`src/hsp_port_unused_guard.sv`:
```
/*
 intentionally empty unit: holds no logic.
 assumes nothing.
*/

```
`src/hsp_pkg.sv`:
```
/*
 package of the handshake parallel port: register map, field positions,
 reset values and the internal register-bus carriers.
 assumes nothing of its surroundings.
*/
`default_nettype none
package hsp_pkg;

    // byte addresses of the register words
    localparam logic [7:0] HSP_OFF_DATA = 8'h00;
    localparam logic [7:0] HSP_OFF_CSR = 8'h04;
    localparam logic [7:0] HSP_OFF_IRQ_STS = 8'h08;
    localparam logic [7:0] HSP_OFF_IRQ_MASK = 8'h0C;

    // port_handshake_control_status fields
    localparam int HSP_CSR_INPUT_BUFFER_FULL = 0;
    localparam int HSP_CSR_OUTPUT_BUFFER_FULL = 1;
    localparam int HSP_CSR_INPUT_STROBE_MODE = 2;
    localparam int HSP_CSR_OUT_FULL_CLEAR_SELECT = 3;
    localparam int HSP_CSR_FLAG_A_MODE_LOW = 4;
    localparam int HSP_CSR_FLAG_A_MODE_HIGH = 5;
    localparam int HSP_CSR_FLAG_B_MODE_LOW = 6;
    localparam int HSP_CSR_FLAG_B_MODE_HIGH = 7;
    localparam int HSP_CSR_W = 8;

    // interrupt status and mask fields
    localparam int HSP_IRQ_INPUT_STROBE = 0;
    localparam int HSP_IRQ_OUTPUT_ACK = 1;
    localparam int HSP_IRQ_W = 2;

    // values after reset
    localparam logic [7:0] HSP_CSR_RESET = 8'h00;
    localparam logic [1:0] HSP_IRQ_MASK_RESET = 2'h0;

    // axi responses
    localparam logic [1:0] HSP_RESP_OKAY = 2'h0;
    localparam logic [1:0] HSP_RESP_SLVERR = 2'h2;

    // internal register bus
    typedef struct packed {
        logic valid;
        logic [7:0] addr;
        logic [31:0] data;
        logic [3:0] strb;
    } hsp_wr_t;

    typedef struct packed {
        logic valid;
        logic [7:0] addr;
    } hsp_rd_t;

    typedef struct packed {
        logic [31:0] data;
        logic err;
    } hsp_rsp_t;

    // word-aligned address that hits one of the registers
    function automatic logic hsp_reg_hit(input logic [7:0] addr);
        hsp_reg_hit = (addr == HSP_OFF_DATA) || (addr == HSP_OFF_CSR) ||
                      (addr == HSP_OFF_IRQ_STS) || (addr == HSP_OFF_IRQ_MASK);
    endfunction

endpackage
`default_nettype wire

```
`src/hsp_edge.sv`:
```
/*
 edge detector for a group of synchronous strobe inputs.
 assumes the inputs are already synchronous to aclk.
*/
`default_nettype none
module hsp_edge #(
    parameter int W = 2
) (
    // clock and reset
    input wire logic aclk,
    input wire logic aresetn,
    // levels in
    input wire logic [W-1:0] lvl,
    // one-cycle edge pulses out
    output logic [W-1:0] rise,
    output logic [W-1:0] fall
);
    logic [W-1:0] prev_q;
    logic [W-1:0] prev_d;

    // idle strobes are high, so reset to high avoids a false edge
    always_comb begin
        prev_d = lvl;
    end

    always_ff @(posedge aclk) begin
        if (!aresetn) begin
            prev_q <= '1;
        end else begin
            prev_q <= prev_d;
        end
    end

    genvar i;
    generate
        for (i = 0; i < W; i++) begin : g_edge
            assign rise[i] = lvl[i] & ~prev_q[i];
            assign fall[i] = ~lvl[i] & prev_q[i];
        end
    endgenerate
endmodule // hsp_edge
`default_nettype wire

```
`src/hsp_axil.sv`:
```
/*
 axi4-lite slave front end: turns bus transfers into single-cycle
 read and write requests on the internal register bus.
 assumes the register file answers a read in the same cycle.
*/
`default_nettype none
module hsp_axil
    import hsp_pkg::*;
(
    // clock and reset
    input wire logic aclk,
    input wire logic aresetn,
    // write address and data
    input wire logic [7:0] s_awaddr,
    input wire logic s_awvalid,
    output logic s_awready,
    input wire logic [31:0] s_wdata,
    input wire logic [3:0] s_wstrb,
    input wire logic s_wvalid,
    output logic s_wready,
    // write response
    output logic [1:0] s_bresp,
    output logic s_bvalid,
    input wire logic s_bready,
    // read address and data
    input wire logic [7:0] s_araddr,
    input wire logic s_arvalid,
    output logic s_arready,
    output logic [31:0] s_rdata,
    output logic [1:0] s_rresp,
    output logic s_rvalid,
    input wire logic s_rready,
    // register side
    output hsp_wr_t wr,
    output hsp_rd_t rd,
    input wire hsp_rsp_t rd_rsp,
    input wire logic wr_err
);
    logic aw_have_q, aw_have_d, w_have_q, w_have_d;
    logic [7:0] awaddr_q, awaddr_d;
    logic [31:0] wdata_q, wdata_d;
    logic [3:0] wstrb_q, wstrb_d;
    logic bvalid_q, bvalid_d, rvalid_q, rvalid_d;
    logic [1:0] bresp_q, bresp_d, rresp_q, rresp_d;
    logic [31:0] rdata_q, rdata_d;
    logic awready_q, awready_d, wready_q, wready_d, arready_q, arready_d;

    always_comb begin
        aw_have_d = aw_have_q;
        w_have_d = w_have_q;
        awaddr_d = awaddr_q;
        wdata_d = wdata_q;
        wstrb_d = wstrb_q;
        bvalid_d = bvalid_q;
        bresp_d = bresp_q;
        rvalid_d = rvalid_q;
        rresp_d = rresp_q;
        rdata_d = rdata_q;
        wr = '0;
        rd = '0;
        // address and data are taken in either order
        if (s_awvalid && awready_q) begin
            aw_have_d = 1'b1;
            awaddr_d = s_awaddr;
        end
        if (s_wvalid && wready_q) begin
            w_have_d = 1'b1;
            wdata_d = s_wdata;
            wstrb_d = s_wstrb;
        end
        if (s_bvalid && s_bready) begin
            bvalid_d = 1'b0;
        end
        if (aw_have_q && w_have_q && !bvalid_q) begin
            wr = '{valid: 1'b1, addr: awaddr_q, data: wdata_q, strb: wstrb_q};
            aw_have_d = 1'b0;
            w_have_d = 1'b0;
            bvalid_d = 1'b1;
            bresp_d = wr_err ? HSP_RESP_SLVERR : HSP_RESP_OKAY;
        end
        if (s_rvalid && s_rready) begin
            rvalid_d = 1'b0;
        end
        if (s_arvalid && arready_q) begin
            rd = '{valid: 1'b1, addr: s_araddr};
            rvalid_d = 1'b1;
            rdata_d = rd_rsp.data;
            rresp_d = rd_rsp.err ? HSP_RESP_SLVERR : HSP_RESP_OKAY;
        end
        awready_d = !aw_have_d && !bvalid_d;
        wready_d = !w_have_d && !bvalid_d;
        arready_d = !rvalid_d;
    end

    always_ff @(posedge aclk) begin
        if (!aresetn) begin
            aw_have_q <= 1'b0;
            w_have_q <= 1'b0;
            awaddr_q <= '0;
            wdata_q <= '0;
            wstrb_q <= '0;
            bvalid_q <= 1'b0;
            bresp_q <= HSP_RESP_OKAY;
            rvalid_q <= 1'b0;
            rresp_q <= HSP_RESP_OKAY;
            rdata_q <= '0;
            awready_q <= 1'b0;
            wready_q <= 1'b0;
            arready_q <= 1'b0;
        end else begin
            aw_have_q <= aw_have_d;
            w_have_q <= w_have_d;
            awaddr_q <= awaddr_d;
            wdata_q <= wdata_d;
            wstrb_q <= wstrb_d;
            bvalid_q <= bvalid_d;
            bresp_q <= bresp_d;
            rvalid_q <= rvalid_d;
            rresp_q <= rresp_d;
            rdata_q <= rdata_d;
            awready_q <= awready_d;
            wready_q <= wready_d;
            arready_q <= arready_d;
        end
    end

    assign s_awready = awready_q;
    assign s_wready = wready_q;
    assign s_bvalid = bvalid_q;
    assign s_bresp = bresp_q;
    assign s_arready = arready_q;
    assign s_rvalid = rvalid_q;
    assign s_rresp = rresp_q;
    assign s_rdata = rdata_q;
endmodule // hsp_axil
`default_nettype wire

```
`src/hsp_port.sv`:
```
/*
 handshaked parallel port: data pins with input and output latches,
 two buffer-full flags, two strobe inputs and two flag outputs,
 control/status, interrupt status and mask registers over axi4-lite.
 assumes strobes and pins are synchronous to aclk.
*/
`default_nettype none
module hsp_port
    import hsp_pkg::*;
#(
    parameter int PORT_W = 8
) (
    // clock and reset
    input wire logic aclk,
    input wire logic aresetn,
    // axi4-lite slave
    input wire logic [7:0] s_awaddr,
    input wire logic s_awvalid,
    output logic s_awready,
    input wire logic [31:0] s_wdata,
    input wire logic [3:0] s_wstrb,
    input wire logic s_wvalid,
    output logic s_wready,
    output logic [1:0] s_bresp,
    output logic s_bvalid,
    input wire logic s_bready,
    input wire logic [7:0] s_araddr,
    input wire logic s_arvalid,
    output logic s_arready,
    output logic [31:0] s_rdata,
    output logic [1:0] s_rresp,
    output logic s_rvalid,
    input wire logic s_rready,
    // parallel data pins
    input wire logic [PORT_W-1:0] port_data_in,
    output logic [PORT_W-1:0] port_data_out,
    output logic port_data_oe,
    // handshake lines
    input wire logic input_data_strobe_n,
    input wire logic output_data_strobe_n,
    output logic flag_out_a,
    output logic flag_out_b,
    // interrupt
    output logic irq
);
    generate
        if (PORT_W < 1 || PORT_W > 8) begin : g_bad_width
            $error("PORT_W must lie between 1 and 8");
        end
    endgenerate

    hsp_wr_t wr;
    hsp_rd_t rd;
    hsp_rsp_t rd_rsp;
    logic wr_err;
    logic [1:0] strobe_rise, strobe_fall;

    hsp_axil u_axil (
        .aclk(aclk),
        .aresetn(aresetn),
        .s_awaddr(s_awaddr),
        .s_awvalid(s_awvalid),
        .s_awready(s_awready),
        .s_wdata(s_wdata),
        .s_wstrb(s_wstrb),
        .s_wvalid(s_wvalid),
        .s_wready(s_wready),
        .s_bresp(s_bresp),
        .s_bvalid(s_bvalid),
        .s_bready(s_bready),
        .s_araddr(s_araddr),
        .s_arvalid(s_arvalid),
        .s_arready(s_arready),
        .s_rdata(s_rdata),
        .s_rresp(s_rresp),
        .s_rvalid(s_rvalid),
        .s_rready(s_rready),
        .wr(wr),
        .rd(rd),
        .rd_rsp(rd_rsp),
        .wr_err(wr_err)
    );

    // bit 0 input strobe, bit 1 output strobe
    hsp_edge #(.W(2)) u_edge (
        .aclk(aclk),
        .aresetn(aresetn),
        .lvl({output_data_strobe_n, input_data_strobe_n}),
        .rise(strobe_rise),
        .fall(strobe_fall)
    );

    // flag source: low half selected gives the mode-low bit itself, else the full flag or its inverse
    function automatic logic hsp_flag_sel(input logic mode_high, input logic mode_low, input logic full);
        if (!mode_high) begin
            hsp_flag_sel = mode_low;
        end else begin
            hsp_flag_sel = mode_low ? ~full : full;
        end
    endfunction

    logic [7:2] mode_q, mode_d;
    logic ibf_q, ibf_d, obf_q, obf_d;
    logic [PORT_W-1:0] in_latch_q, in_latch_d, out_latch_q, out_latch_d;
    logic [HSP_IRQ_W-1:0] sts_q, sts_d, mask_q, mask_d;
    logic flag_a_q, flag_a_d, flag_b_q, flag_b_d, oe_q, oe_d, irq_q, irq_d;
    logic bidir, in_evt, ack_evt, wr_lane0;
    logic [7:0] csr_view;

    always_comb begin
        mode_d = mode_q;
        ibf_d = ibf_q;
        obf_d = obf_q;
        in_latch_d = in_latch_q;
        out_latch_d = out_latch_q;
        sts_d = sts_q;
        mask_d = mask_q;
        wr_lane0 = wr.valid && wr.strb[0];
        // output-only when flag-a mode high is set; otherwise bidirectional
        bidir = !mode_q[HSP_CSR_FLAG_A_MODE_HIGH];
        in_evt = mode_q[HSP_CSR_INPUT_STROBE_MODE] ? strobe_fall[0] : strobe_rise[0];
        // in bidirectional mode the output strobe only gates the drivers
        ack_evt = !bidir && (mode_q[HSP_CSR_OUT_FULL_CLEAR_SELECT] ? strobe_rise[1] : strobe_fall[1]);

        // clears first, so a set in the same cycle wins
        if (rd.valid && rd.addr == HSP_OFF_DATA) begin
            ibf_d = 1'b0;
        end
        if (ack_evt) begin
            obf_d = 1'b0;
        end
        if (wr_lane0 && wr.addr == HSP_OFF_DATA) begin
            out_latch_d = wr.data[PORT_W-1:0];
            obf_d = 1'b1;
        end
        if (wr_lane0 && wr.addr == HSP_OFF_CSR) begin
            mode_d = wr.data[7:2];
        end
        if (in_evt) begin
            ibf_d = 1'b1;
            if (bidir) begin
                in_latch_d = port_data_in;
            end
        end

        if (wr_lane0 && wr.addr == HSP_OFF_IRQ_STS) begin
            sts_d = sts_d & ~wr.data[HSP_IRQ_W-1:0];
        end
        if (wr_lane0 && wr.addr == HSP_OFF_IRQ_MASK) begin
            mask_d = wr.data[HSP_IRQ_W-1:0];
        end
        sts_d[HSP_IRQ_INPUT_STROBE] = sts_d[HSP_IRQ_INPUT_STROBE] | in_evt;
        sts_d[HSP_IRQ_OUTPUT_ACK] = sts_d[HSP_IRQ_OUTPUT_ACK] | (ack_evt & obf_q);

        flag_a_d = hsp_flag_sel(mode_d[HSP_CSR_FLAG_A_MODE_HIGH], mode_d[HSP_CSR_FLAG_A_MODE_LOW], obf_d);
        flag_b_d = hsp_flag_sel(mode_d[HSP_CSR_FLAG_B_MODE_HIGH], mode_d[HSP_CSR_FLAG_B_MODE_LOW], ibf_d);
        // a grounded output strobe leaves the drivers on permanently
        oe_d = mode_d[HSP_CSR_FLAG_A_MODE_HIGH] ? 1'b1 : !output_data_strobe_n;
        irq_d = |(sts_d & mask_d);
    end

    always_ff @(posedge aclk) begin
        if (!aresetn) begin
            mode_q <= HSP_CSR_RESET[7:2];
            ibf_q <= HSP_CSR_RESET[HSP_CSR_INPUT_BUFFER_FULL];
            obf_q <= HSP_CSR_RESET[HSP_CSR_OUTPUT_BUFFER_FULL];
            in_latch_q <= '0;
            out_latch_q <= '0;
            sts_q <= '0;
            mask_q <= HSP_IRQ_MASK_RESET;
            flag_a_q <= 1'b0;
            flag_b_q <= 1'b0;
            oe_q <= 1'b0;
            irq_q <= 1'b0;
        end else begin
            mode_q <= mode_d;
            ibf_q <= ibf_d;
            obf_q <= obf_d;
            in_latch_q <= in_latch_d;
            out_latch_q <= out_latch_d;
            sts_q <= sts_d;
            mask_q <= mask_d;
            flag_a_q <= flag_a_d;
            flag_b_q <= flag_b_d;
            oe_q <= oe_d;
            irq_q <= irq_d;
        end
    end

    // read mux; the full flags are read-only
    always_comb begin
        csr_view = {mode_q, obf_q, ibf_q};
        rd_rsp.err = !hsp_reg_hit(rd.addr);
        rd_rsp.data = 32'h0000_0000;
        unique case (rd.addr)
            HSP_OFF_DATA: rd_rsp.data[PORT_W-1:0] = in_latch_q;
            HSP_OFF_CSR: rd_rsp.data[HSP_CSR_W-1:0] = csr_view;
            HSP_OFF_IRQ_STS: rd_rsp.data[HSP_IRQ_W-1:0] = sts_q;
            HSP_OFF_IRQ_MASK: rd_rsp.data[HSP_IRQ_W-1:0] = mask_q;
            default: rd_rsp.data = 32'h0000_0000;
        endcase
        wr_err = !hsp_reg_hit(wr.addr);
    end

    assign port_data_out = out_latch_q;
    assign port_data_oe = oe_q;
    assign flag_out_a = flag_a_q;
    assign flag_out_b = flag_b_q;
    assign irq = irq_q;
endmodule // hsp_port
`default_nettype wire

```
`config.mk`:
```
export PLATFORM = sky130hd
export DESIGN_NAME = hsp_port
export DESIGN_NICKNAME = d
export VERILOG_FILES = /design/src/hsp_port_unused_guard.sv /design/src/hsp_pkg.sv /design/src/hsp_edge.sv /design/src/hsp_axil.sv /design/src/hsp_port.sv
export SDC_FILE = /design/constraint.sdc
export NUM_CORES = 1
export LEC_CHECK = 0
export BUFFER_PORTS_ARGS = -buffer_cell sky130_fd_sc_hd__buf_2
export CORE_MARGIN = 3
export CORE_UTILIZATION = 43
export DETAILED_ROUTE_END_ITERATION = 7
export PLACE_DENSITY_LB_ADDON = 0.12
export SLEW_MARGIN = 40
export SYNTH_ARGS = -nofsm -noshare
export SYNTH_HDL_FRONTEND = slang
export SYNTH_SLANG_ARGS = --single-unit
```
`constraint.sdc`:
```
create_clock -name aclk -period 2.06 [get_ports aclk]
set_input_delay 0 -clock aclk [delete_from_list [all_inputs] [get_ports aclk]]
set_output_delay 0 -clock aclk [all_outputs]
set_load 0.01 [all_outputs]
```
; ---- After elaboration in Yosys (flattened, before gate mapping)
; Index checks and enable logic that the tools add are counted.
[totals]
ramBits = 0
out_inout_bits = 53
inputBits = 69
reg_bits = 97
elab_cells = 109
latch_bits = 0
mem_count = 0
romBits = 0
[classes]
bitwise = 17
n_shift = 0
eq_ne = 6
n_lt_le_gt_ge = 0
mul = 0
n_reduce_logical = 32
addsub = 0
muxes = 28
div_mod_pow = 0
[ops]
columns = operator, count
row1 = $mux 45, 1
row2 = $eq 8x4->1 const B, 4
row3 = $mux 1, 19
row4 = $eq 8x3->1 const B, 2
row5 = $logic_and 1x1->1, 16
row6 = $logic_not 8->1, 2
row7 = $pmux 6 s2, 1
row8 = $mux 9, 1
row9 = $mux 2, 4
row10 = $pmux 2 s4, 1
row11 = $not 1->1, 7
row12 = $logic_not 1->1, 6
row13 = $logic_or 1x1->1, 6
row14 = $mux 6, 1
row15 = $and 1x1->1, 5
row16 = $and 2x2->2, 2
row17 = $not 2->2, 1
row18 = $or 1x1->1, 2
row19 = $reduce_and 2->1, 1
row20 = $reduce_or 2->1, 1

; ---- Logic depth before layout (Yosys ltp)
; Gate-level depths: netlist of the first run.
[logic_depth]
depth_word = 9
ltp_mapped = 6
depth_no_buf = 5

; ---- By module
; A second synthesis of the first run with hierarchy kept.
[hier_totals]
cells_unflattened = 573
hier_area_um2 = 5051.1
[modules_own_cells]
columns = module, cells_each, instances, area_per_inst_um2
row1 = hsp_axil, 424, 1, 3540.9
row2 = hsp_port, 141, 1, 1432.6
row3 = hsp_edge, 8, 1, 77.6

; ---- Worst setup path before layout of the first run
; No wires, ideal clock.
[synth_path]
path_kind = reg2reg
from = reg u_axil.awaddr_q[1]
to = reg flag_a_q, in the netlist flag_out_a
slack_ns = -0.167
setup_time_ns = 0.121
stages_incl_launch_ff = 7
required_time_ns = 1.939
arrival_time_ns = 2.106
n_path_buf = 1
path_cell_list = dfxtp_1 > or4_4 > or3_4 > or3_1 > buf_4 > a21oi_2 > mux2_4
[synth_between]
elab_chain_len = 7
word_cells_on_any_way = 10
[synth_lines]
columns = item, line
row1 = "start, declared", hsp_axil.sv:40  ; logic [7:0] awaddr_q, awaddr_d;
row2 = "start signal, assigned", hsp_axil.sv:113  ; awaddr_q <= awaddr_d;
row3 = $mux 45 *, hsp_axil.sv:74  ; if (aw_have_q && w_have_q && !bvalid_q) begin
row4 = $logic_not 8->1, hsp_port.sv:132  ; if (wr_lane0 && wr.addr == HSP_OFF_DATA) begin
row5 = $logic_and 1x1->1, hsp_port.sv:132
row6 = $mux 1, hsp_port.sv:132
row7 = $not 1->1, hsp_port.sv:98  ; hsp_flag_sel = mode_low ? ~full : full;
row8 = $mux 1, hsp_port.sv:98
row9 = $mux 1 *, hsp_port.sv:95  ; if (!mode_high) begin
row10 = "end signal, assigned", hsp_port.sv:183  ; flag_a_q <= flag_a_d;
row11 = "end, declared", hsp_port.sv:106  ; logic flag_a_q, flag_a_d, flag_b_q, flag_b_d, oe_q, oe_d, irq_q, irq_d;
; Every way passes the cells marked *; elsewhere a longest branch is shown, timed or not.
; A chain may end at the register's enable or synchronous reset.

; ---- Worst setup path in the final report of the first run
[layout_path]
from = reg u_axil.awaddr_q[1]
to = reg flag_b_q, in the netlist flag_out_b
[layout_between]
elab_chain_len = 6
[layout_lines]
columns = item, line
row1 = $mux 45 *, hsp_axil.sv:74
row2 = $eq 8x3->1 *, hsp_port.sv:136  ; if (wr_lane0 && wr.addr == HSP_OFF_CSR) begin
row3 = $logic_and 1x1->1 *, hsp_port.sv:136
row4 = $mux 6 *, hsp_port.sv:136
row5 = $mux 1, hsp_port.sv:98
row6 = $mux 1 *, hsp_port.sv:95
row7 = "end signal, assigned", hsp_port.sv:184  ; flag_b_q <= flag_b_d;
row8 = "end, declared", hsp_port.sv:106
; Marked as above.

==> results of run 1 <==
## per-stage QoR
step	cells	utilization [%]	worst slack [ps]	power, W
6_report	506	59.6	-137	0.00284
5_1_grt	506	59.6	-195	0.00296
4_1_cts	506	59.4	-144	0.00287
3_5_place_dp	460	51.2	-133	0.00163
3_3_place_gp	460	51.2	-98.1	0.00163
2_1_floorplan	339	-	-167	0.00158
## cell type report
cell class | instances | area (µm²)
Clock buffer | 12 | 145
Tap cell | 77 | 96.3
Clock inverter | 4 | 72.6
Inverter | 4 | 15.0
Multi-Input combinational cell | 228 | 1400
Fill cell | 618 | 2610
Sequential cell | 68 | 1360
Timing Repair Buffer | 113 | 761
## sequential cells by signal, summed over array words and instances, names as in the netlist, 2 cells and up
name	count
in_latch_q	8
mask_q	2
mode_q	6
port_data_out	8
sts_q	2
u_axil.awaddr_q	8
u_axil.s_rdata	8
u_axil.wdata_q	8
u_edge.prev_q	2
## cell usage in the layout (no fill, tap or decap), types with 5 or more instances in the layout
master | synthesis | layout
a21boi_0 | 34 | 33
nand2b_1 | 5 | 5
clkbuf_8 | 0 | 10
mux2i_1 | 15 | 15
buf_4 | 27 | 13
dfxtp_1 | 68 | 68
a22oi_1 | 8 | 8
dlygate4sd3_1 | 0 | 30
nor2_1 | 7 | 6
conb_1 | 1 | 26
buf_2 | 0 | 68
nand2_1 | 68 | 68
nor2b_1 | 18 | 18
## power by group through the flow
| stage | logic (W) | registers (W) | clock network [W] |
|---|---|---|---|
| 2_1_floorplan | 0.000168 | 0.00141 | 0 |
| 3_3_place_gp | 0.000219 | 0.00141 | 0 |
| 3_5_place_dp | 0.000221 | 0.00141 | 0 |
| 4_1_cts | 0.000266 | 0.00138 | 0.00122 |
| 5_1_grt | 0.000298 | 0.00139 | 0.00128 |
| 6_report | 0.000266 | 0.00138 | 0.00119 |
## timing repair
action                                  4_1_cts  5_1_grt
hold buffers                                 30        0
endpoints found under the hold margin        32        0
gates resized for setup                       2        4
endpoints found under the setup margin        4       14
## per-layer routing
layer  part of all wire [%]  up-vias  global-route usage [%]
met1                     49     1042                    21.2
li1                       -     1224                       -
met2                     45       68                    27.1
met4                   0.91        0                    4.95
met3                    5.9        6                    5.68
met5                      0        -                       0
## logic make-up (layout without fill, tap and decap cells)
logic type             Yosys count  after routing
AOI/OAI and AO/OA               56             56
DFF                             68             68
and+or+nand+nor                127            127
buffers and inverters           43            133
muxes                           19             19
other                            1             26
## worst paths after layout
path                                                       to  slack (ps)  depth (start not counted)
worst max-delay path                    flag_out_b$_SDFF_PN0_        -140                          5
worst max register to register          flag_out_b$_SDFF_PN0_        -140                          5
worst min register to register  port_data_out[7]$_SDFFE_PN0P_         460                          2
worst min-delay path              u_edge.prev_q[0]$_SDFF_PN1_         120                          2
==> metrics, run 1 <==
final instance area=between 0.003 and 0.004 mm²; Rel. slew slack=roughly 64%; crit path DAT=roughly 2400 ps; net count of the finished layout=between 400 and 500; Avg Synthesized Cell Area=between 9 and 10 µm²; skew final=roughly 9.4 ps; Combinational Power Share=9.4%; Final setup viols=2; failing checks=negative setup slack; CTS sink cnt=approximately 70; hold wc startpoint=aresetn; starting DRC count in detailed routing=57; measured slew at the worst slew-check pin=539 ps; initial core utilization=45.2%; cts bufs inserted=9; worst vdd ir=~470 µV; fin. max-slew vios=0; HPWL Detailed=around 4.5 mm; Int Pwr=roughly 0.0022 W; Antenna diodes=0; CP Class=flip-flop to flip-flop; reg2reg start=u_axil.awaddr_q[1]$_SDFFE_PN0P_; area share of and/or/nand/nor cells after synthesis=22.0%; NetSw=between 0.0006 and 0.0007 W; CP max-delay cell=or4_4; CP Launch Type=flip-flop; fmax=about 460 MHz; top cells by area, synth=dfxtp_1 (47%), a21boi_0 (8.7%), nand2_1 (8.7%), buf_4 (6.9%), mux2i_1 (5.1%); dpl cell area=between 0.003 and 0.004 mm²; First-pass DRT Iterations=5; mux cell area share after synthesis=7.97%; XOR/XNOR share of the synthesized area=0%; htree depth=3; Synth warnings=0; GRT Residual Overflow=0; number of global-route vias before repair=between 2000 and 2500; CTS root buf=clkbuf_8; initial antenna violation count=0; die area=0.00782 mm²; largest net degree at the start of global routing=36; first-pass GRT wire length=roughly 10 mm; Setup TNS Final=-264 ps; Mapped Cells=roughly 310; routed vias/inst=4.62; worst setup margin=-137 ps; CTS clk-pin slew, worst paths=70 ps; Seq cells post-synth=68; Max Cap Violations=0; Final Hold Viols=0; CP peak stage delay=about 570 ps; core area=about 0.0065 mm²; layout cell share with drive strength beyond 1=26.6%; CTS Buffer Depth=2; largest family of logic cells by synthesized area=simple AND/OR/NAND/NOR gates; Post-Synth Adder-Cell Area=0%; Post-route DRC=0; Layout area overhead=31.7%; critical-path maximum fanout=5; EDFF count, synth=0; dominant synthesized flop cell=dfxtp_1; sequential area share after synthesis=between 40% and 50%; crit-path cells=or4_4 > or4_4 > mux2i_1 > or3_1 > and3_1; Final GP Congestion=around 0.75; RSZ-0062 raised after global routing=true; Clk Latency, worst-skew pair=around 340 ps; Yosys cell types=41; die height=between 80 and 90 µm; Reg power frac=around half; Compound-Gate Fraction of Synth Area=between 10 and 15%; Pleak=1.64 nW; worst endpoint required time=2290 ps; Power Density=about 740 mW/mm²; detail-routed net length per standard cell=approximately 12 µm; final worst-path cycle share=107%; fraction of registers with async set/reset=0%; routed vias=between 2000 and 2500; Die X=88.4 µm; # IOs=122; number of routed nets with antenna violations=0; Crit. End Element=flip-flop; CP delay by family, top=simple AND/OR/NAND/NOR gates; HP Class=input port to flip-flop; outcome=finished with violations; Mapped Area=0.00292 mm²; row cnt=29; CTS tree=yes; hold_ws=roughly 120 ps; share of the synthesized area in the top cell type=46.6%; clock power share=between 40% and 50%; CP startpoint=u_axil.awaddr_q[1]$_SDFFE_PN0P_; Worst Path Buf+Inv=0; CP most frequent cell=or4_4; post-CTS setup buffers=0; area leader, netlist=dfxtp_1; commonest cells in the netlist=dfxtp_1 (68), nand2_1 (68), a21boi_0 (34), buf_4 (27), nor2b_1 (18); wirelength, routed=roughly 6.2 mm; Tmin final=2200 ps; Switching Share=22.3%; Port Buffers=between 60 and 70; GRT Total Usage=between 10% and 20%
Note: power is estimated with default switching activity, not from simulation.
==> run 2: changes to the inputs <==
--- a/config.mk
+++ b/config.mk
@@ -6,11 +6,13 @@
 export NUM_CORES = 1
 export LEC_CHECK = 0
 export BUFFER_PORTS_ARGS = -buffer_cell sky130_fd_sc_hd__buf_2
+export CAP_MARGIN = 5
 export CORE_MARGIN = 3
-export CORE_UTILIZATION = 43
+export CORE_UTILIZATION = 49
 export DETAILED_ROUTE_END_ITERATION = 7
 export PLACE_DENSITY_LB_ADDON = 0.12
 export SLEW_MARGIN = 40
 export SYNTH_ARGS = -nofsm -noshare
 export SYNTH_HDL_FRONTEND = slang
+export SYNTH_HIERARCHICAL = 1
 export SYNTH_SLANG_ARGS = --single-unit
==> run 2 against run 1 <==
  * The run still ends with negative setup slack left
  * Area after synthesis is 34% higher
  * Worst hold slack worse by 99 ps
  * Sequential share of layout area is 0.93 points higher
  * Final area is 32% higher
  * Setup slack better by 130 ps
  * Wire length is 36% higher
  * Sequential power is 36% higher
  * Clock power is 6% higher
  * Clock skew is 0.97 ps lower
  * Critical path depth is 3 higher
  * Largest cell class unchanged
  * Largest power group unchanged
==> metrics, run 2 <==
fin. max-slew vios=0 (unchanged); GRT Residual Overflow=0 (unchanged); fmax=484 MHz (was 455 MHz); core area=0.00749 mm² (was 0.00646 mm²); wirelength, routed=8.48 mm (was 6.24 mm); crit path DAT=2300 ps (was 2420 ps); CTS Buffer Depth=2 (unchanged); Clk Latency, worst-skew pair=340 ps (about the same); Pleak=2.32 nW (was 1.64 nW); RSZ-0062 raised after global routing=true (unchanged); Final Hold Viols=0 (unchanged); starting DRC count in detailed routing=92 (was 57); Die X=95.3 µm (was 88.4 µm); detail-routed net length per standard cell=12.4 µm (was 12.3 µm); cells on worst reg2reg path=8 (was 5); CP Class=flip-flop to flip-flop (unchanged); Power Density=690 mW/mm² (was 739 mW/mm²); net count of the finished layout=649 (was 493); Final GP Congestion=0.785 (was 0.749); routed vias=3228 (was 2340); Max Cap Violations=0 (unchanged); routed vias/inst=4.73 (was 4.62); row cnt=31 (was 29); first-pass GRT wire length=14.0 mm (was 10.2 mm); HPWL Detailed=5.92 mm (was 4.49 mm); Final setup viols=1 (was 2); number of global-route vias before repair=3063 (was 2241); Layout area overhead=29.8% (was 31.7%); Avg Synthesized Cell Area=9.01 µm² (was 9.30 µm²); final worst-path cycle share=100% (was 107%); CTS root buf=clkbuf_8 (unchanged); FF-to-FF setup slack=-8 ps (was -140 ps); Synth warnings=6 (was 0); Mapped Area=0.00391 mm² (was 0.00292 mm²); worst vdd ir=407 µV (was 469 µV); # IOs=122 (unchanged); outcome=finished with violations (unchanged); Crit. End Element=flip-flop (unchanged); First-pass DRT Iterations=4 (was 5); largest net degree at the start of global routing=40 (was 36); Mapped Cells=434 (was 314); layout cell share with drive strength beyond 1=25.3% (was 26.6%); hold-critical path depth=2 (unchanged); CP peak stage delay=340 ps (was 570 ps); most frequent cells in the layout=nand2_1 (105), buf_2 (92), dfxtp_1 (91), nor2_1 (38), a21boi_1 (32) (was nand2_1 (68), dfxtp_1 (68), buf_2 (68), a21boi_0 (33), dlygate4sd3_1 (30)); Reg area=0.00184 mm² (was 0.00136 mm²); failing checks=negative setup slack (unchanged); CTS tree=yes (unchanged); critical-path maximum fanout=6 (was 5); die area=0.00909 mm² (was 0.00782 mm²); Post-route DRC=0 (unchanged); HP Class=input port to flip-flop (unchanged); fin util=67.8% (was 59.6%); htree depth=3 (unchanged); Antenna diodes=0 (unchanged); max reg flops=32; crit-path cells=and3b_2 > and2_4 > nor4_4 > buf_4 > nand4b_4 > mux2i_2 > a21oi_2 > mux2_4 (was or4_4 > or4_4 > mux2i_1 > or3_1 > and3_1); die height=95.3 µm (was 88.4 µm); Rel. slew slack=56.9% (was 64.0%); Setup TNS Final=-8.00 ps (was -264 ps); initial antenna violation count=0 (unchanged); initial core utilization=52.2% (was 45.2%); Multi-input gate area=0.00198 mm² (was 0.00140 mm²); CP max-delay cell=dfxtp_2 (was or4_4); number of routed nets with antenna violations=0 (unchanged); measured slew at the worst slew-check pin=629 ps (was 539 ps); commonest non-fill, non-tap cell in the layout=nand2_1; skew final=8.42 ps (was 9.39 ps); CP Launch Type=flip-flop (unchanged); CTS sink cnt=92 (was 68); worst setup margin=-8.00 ps (was -137 ps); CTS clk-pin slew, worst paths=90 ps (was 70 ps); GRT Total Usage=19.6% (was 16.7%); Port Buffers=92 (was 68); Tmin final=2070 ps (was 2200 ps); cts bufs inserted=9 (unchanged); filler cell count=630 (was 618); worst endpoint required time=2290 ps (about the same)
==> run 2: path summary, 6_finish.rpt <==
path,start,endpoint
max,u_axil/s_bvalid$_SDFF_PN0_,flag_out_b$_SDFF_PN0_
min,aresetn,u_edge/prev_q[0]$_SDFF_PN1_
max reg2reg,u_axil/s_bvalid$_SDFF_PN0_,flag_out_b$_SDFF_PN0_
min reg2reg,u_axil/s_rdata[17]$_SDFFE_PN0P_,u_axil/s_rdata[17]$_SDFFE_PN0P_
==> run 2: repair_timing <==
action / CTS / global route
pin swaps: 2 / 4
setup buffers: 3 / 0
setup endpoints to repair: 2 / 6
gates cloned: 1 / 0
resized for setup: 2 / 6
endpoints found under the hold margin: 30 / 0
hold buffers: 29 / 0
==> run 2: area by class of cell <==
class                   instances  area share [%]
multi-input cells             333            39.1
flip-flops and latches         92            36.3
repair buffers                141            17.8
clock buffers                  10            2.51
well taps                      99            2.44
clock inverters                 5            1.53
inverters                       3           0.320
==> run 2: report_power, final <==
part           internal, W  total, W  switching [W]  leakage [nW]
logic             0.000181  0.000370       0.000189          1.47
clock network     0.000673   0.00126       0.000586         0.102
registers          0.00184   0.00187      0.0000332         0.749
total              0.00269   0.00350       0.000808          2.32
==> run 2: per-stage QoR <==
stage	power, W	hold slack [ps]	setup slack, ps	area [µm²]	std cells
after floorplan	0.00213	73.0	-194	4010	458
after global placement	0.00223	212	-6.06	4530	635
after detailed placement	0.00224	215	-57.6	4530	635
after CTS	0.00354	15.3	-16.5	5060	683
after global routing	0.00366	47.1	-105	5080	683
final	0.00350	17.3	-8.00	5080	683
==> run 2: critical path: cells and delay by family, from the launching register on <==
family	cells	cell delay (ps)
AOI/OAI and AO/OA	1	130
buffers and inverters	1	160
DFF	1	340
muxes	2	510
and+or+nand+nor	4	810
==> run 2: routing by layer <==
metal | up-vias | part of all wire [%] | GRT usage, %
met5 | - | 0 | 0
met4 | 0 | 0.90 | 6.49
met3 | 7 | 4.8 | 3.87
met2 | 77 | 48 | 33.3
met1 | 1458 | 46 | 25.0
li1 | 1686 | - | -
==> run 3: changes to the inputs <==
--- a/config.mk
+++ b/config.mk
@@ -6,9 +6,9 @@
 export NUM_CORES = 1
 export LEC_CHECK = 0
 export BUFFER_PORTS_ARGS = -buffer_cell sky130_fd_sc_hd__buf_2
-export CAP_MARGIN = 5
+export CAP_MARGIN = 20
 export CORE_MARGIN = 3
-export CORE_UTILIZATION = 49
+export CORE_UTILIZATION = 55
 export DETAILED_ROUTE_END_ITERATION = 7
 export PLACE_DENSITY_LB_ADDON = 0.12
 export SLEW_MARGIN = 40
==> constraint.sdc (replaced) <==
create_clock -name aclk -period 2 [get_ports aclk]
set_input_delay 0 -clock aclk [delete_from_list [all_inputs] [get_ports aclk]]
set_output_delay 0 -clock aclk [all_outputs]
set_load 0.01 [all_outputs]
==> run 3 against run 2 <==
  * Combinational power up 6.5%
  * Global-route usage grew 0.47 points
  * Via count up 1.4%
  * Clock skew about the same
  * First-iteration DRC count is 17% higher
  * The run still ends with negative setup slack left
  * Non-clock buffer count is 9 higher
  * Clock power shrank 9%
  * Critical path depth fell by 1
  * Clock-buffer cell count is 2 higher
  * Largest cell class unchanged
  * Register-to-register slack worse by 110 ps
  * Die area down 10%
  * Core utilization grew 6.9 points
==> metrics, run 3 (synthesis gave the netlist of run 2 again) <==
outcome=finished with violations (unchanged); failing checks=negative setup slack (unchanged); CTS root buf=clkbuf_8 (unchanged); fin. max-slew vios=0 (unchanged); most frequent cells in the layout=nand2_1 (105), buf_2 (92), dfxtp_1 (91), nor2_1 (37), a21boi_1 (32) (was nand2_1 (105), buf_2 (92), dfxtp_1 (91), nor2_1 (38), a21boi_1 (32)); core area=0.00683 mm² (was 0.00749 mm²); number of routed nets with antenna violations=0 (unchanged); CTS sink cnt=92 (unchanged); Total Power=0.00347 W (was 0.00350 W); critical-path maximum fanout=7 (was 6); htree depth=3 (unchanged); wirelength, routed=8.34 mm (was 8.48 mm); GRT Total Usage=20.1% (was 19.6%); detail-routed net length per standard cell=12.1 µm (was 12.4 µm); RSZ-0062 raised after global routing=true (unchanged); Post-route DRC=0 (unchanged); fin util=74.7% (was 67.8%); Pleak=2.40 nW (was 2.32 nW); CP peak stage delay=390 ps (was 340 ps); Max Cap Violations=0 (unchanged); # IOs=122 (unchanged); Antenna diodes=0 (unchanged); number of global-route vias before repair=3088 (was 3063); dpl cell area=0.00457 mm² (was 0.00453 mm²); starting DRC count in detailed routing=108 (was 92); Die X=90.3 µm (was 95.3 µm); routed vias/inst=4.76 (was 4.73); routed vias=3273 (was 3228); First-pass DRT Iterations=5 (was 4); die area=0.00816 mm² (was 0.00909 mm²); worst setup margin=-118 ps (was -8.00 ps); pre-CTS setup slack=-185 ps (was -57.6 ps); Final Hold Viols=0 (unchanged); row cnt=30 (was 31); skew final=8.34 ps (was 8.42 ps); Rel. slew slack=65.2% (was 56.9%); initial core utilization=57.3% (was 52.2%); CTS tree=yes (unchanged); Crit. End Element=flip-flop (unchanged); commonest non-fill, non-tap cell in the layout=nand2_1 (unchanged); filler cell count=516 (was 630); largest net degree at the start of global routing=36 (was 40); worst vdd ir=459 µV (was 407 µV); layout cell share with drive strength beyond 1=26.2% (was 25.3%); CP Class=flip-flop to flip-flop (unchanged); Final setup viols=6 (was 1); Setup TNS Final=-391 ps (was -8.00 ps); final instance area=0.00510 mm² (was 0.00508 mm²); crit path DAT=2350 ps (was 2300 ps); crit-path cells=and3b_2 > and2_4 > nor4_4 > nand4b_4 > mux2i_1 > a21oi_1 > mux2_4 (was and3b_2 > and2_4 > nor4_4 > buf_4 > nand4b_4 > mux2i_2 > a21oi_2 > mux2_4); Layout area overhead=30.4% (was 29.8%); Clk Latency, worst-skew pair=340 ps (about the same); initial antenna violation count=0 (unchanged); CTS Buffer Depth=2 (unchanged); first-pass GRT wire length=13.7 mm (was 14.0 mm); worst endpoint required time=2230 ps (was 2290 ps); HPWL Detailed=5.84 mm (was 5.92 mm); CTS clk-pin slew, worst paths=80 ps (was 90 ps); die height=90.3 µm (was 95.3 µm); CP max-delay cell=nor4_4 (was dfxtp_2); CP Launch Type=flip-flop (unchanged); measured slew at the worst slew-check pin=522 ps (was 629 ps); GRT Residual Overflow=0 (unchanged); HP Class=input port to flip-flop (unchanged); max reg flops=32 (unchanged); cts bufs inserted=9 (unchanged); fmax=472 MHz (was 484 MHz); final worst-path cycle share=106% (was 100%); Final GP Congestion=0.762 (was 0.785); net count of the finished layout=657 (was 649); Port Buffers=92 (unchanged); Power Density=680 mW/mm² (was 690 mW/mm²); Tmin final=2120 ps (was 2070 ps)
-- run 3: final timing paths --
kind / startpoint / end / slack [ps] / depth (start not counted)
worst max register to register: u_axil/s_bvalid$_SDFF_PN0_ / flag_out_b$_SDFF_PN0_ / -120 / 7
worst min-delay path: aresetn / u_axil/s_bvalid$_SDFF_PN0_ / 50 / 2
worst min register to register: u_axil/wdata_q[7]$_SDFFE_PN0P_ / u_axil/wdata_q[7]$_SDFFE_PN0P_ / 450 / 2
worst max-delay path: u_axil/s_bvalid$_SDFF_PN0_ / flag_out_b$_SDFF_PN0_ / -120 / 7
-- run 3: layer usage --
layer	routed length (µm)	vias up	track usage, %
met5	0	-	0
met4	78	0	7.78
met3	364	7	3.42
met2	4090	75	35.2
met1	3810	1486	24.7
li1	-	1705	-
-- run 3: power breakdown --
group          switching, W  leakage [nW]  total, W  internal (W)
Clock              0.000582        0.0825   0.00115      0.000567
Combinational      0.000197          1.57  0.000394      0.000196
Sequential        0.0000327         0.749   0.00193       0.00190
Total              0.000812          2.40   0.00347       0.00266
-- run 3: cell type report --
type / count / area [µm²] / share of cell area [%]
sequential: 92 / 1840 / 36.1
clock buffer: 12 / 135 / 2.65
clock inverter: 2 / 37.5 / 0.736
timing repair buffer: 150 / 976 / 19.1
tap: 96 / 120 / 2.35
multi-input combinational: 332 / 1970 / 38.7
inverter: 3 / 16.3 / 0.319
-- run 3: worst max-delay path, delay by kind of cell, from the launching register on --
| kind | cells | cell delay (ps) |
|---|---|---|
| AND/OR/NAND/NOR | 4 | 1030 |
| multiplexers | 2 | 490 |
| flip-flops | 1 | 330 |
| AO/OA/AOI/OAI | 1 | 170 |
-- run 3: stage by stage --
| step | hold WS (ps) | cells |
|---|---|---|
| 2_1_floorplan | 73.0 | 458 |
| 3_3_place_gp | 212 | 638 |
| 3_5_place_dp | 221 | 638 |
| 4_1_cts | 39.6 | 686 |
| 5_1_grt | 68.0 | 687 |
| 6_report | 47.0 | 687 |
-- run 3: repair_timing --
| action | in CTS | in global routing |
|---|---|---|
| pin swaps | 5 | 7 |
| hold buffers | 29 | 0 |
| gates resized for setup | 6 | 4 |
| endpoints found under the hold margin | 30 | 0 |
| buffers inserted | 5 | 1 |
| endpoints found under the setup margin | 12 | 14 |
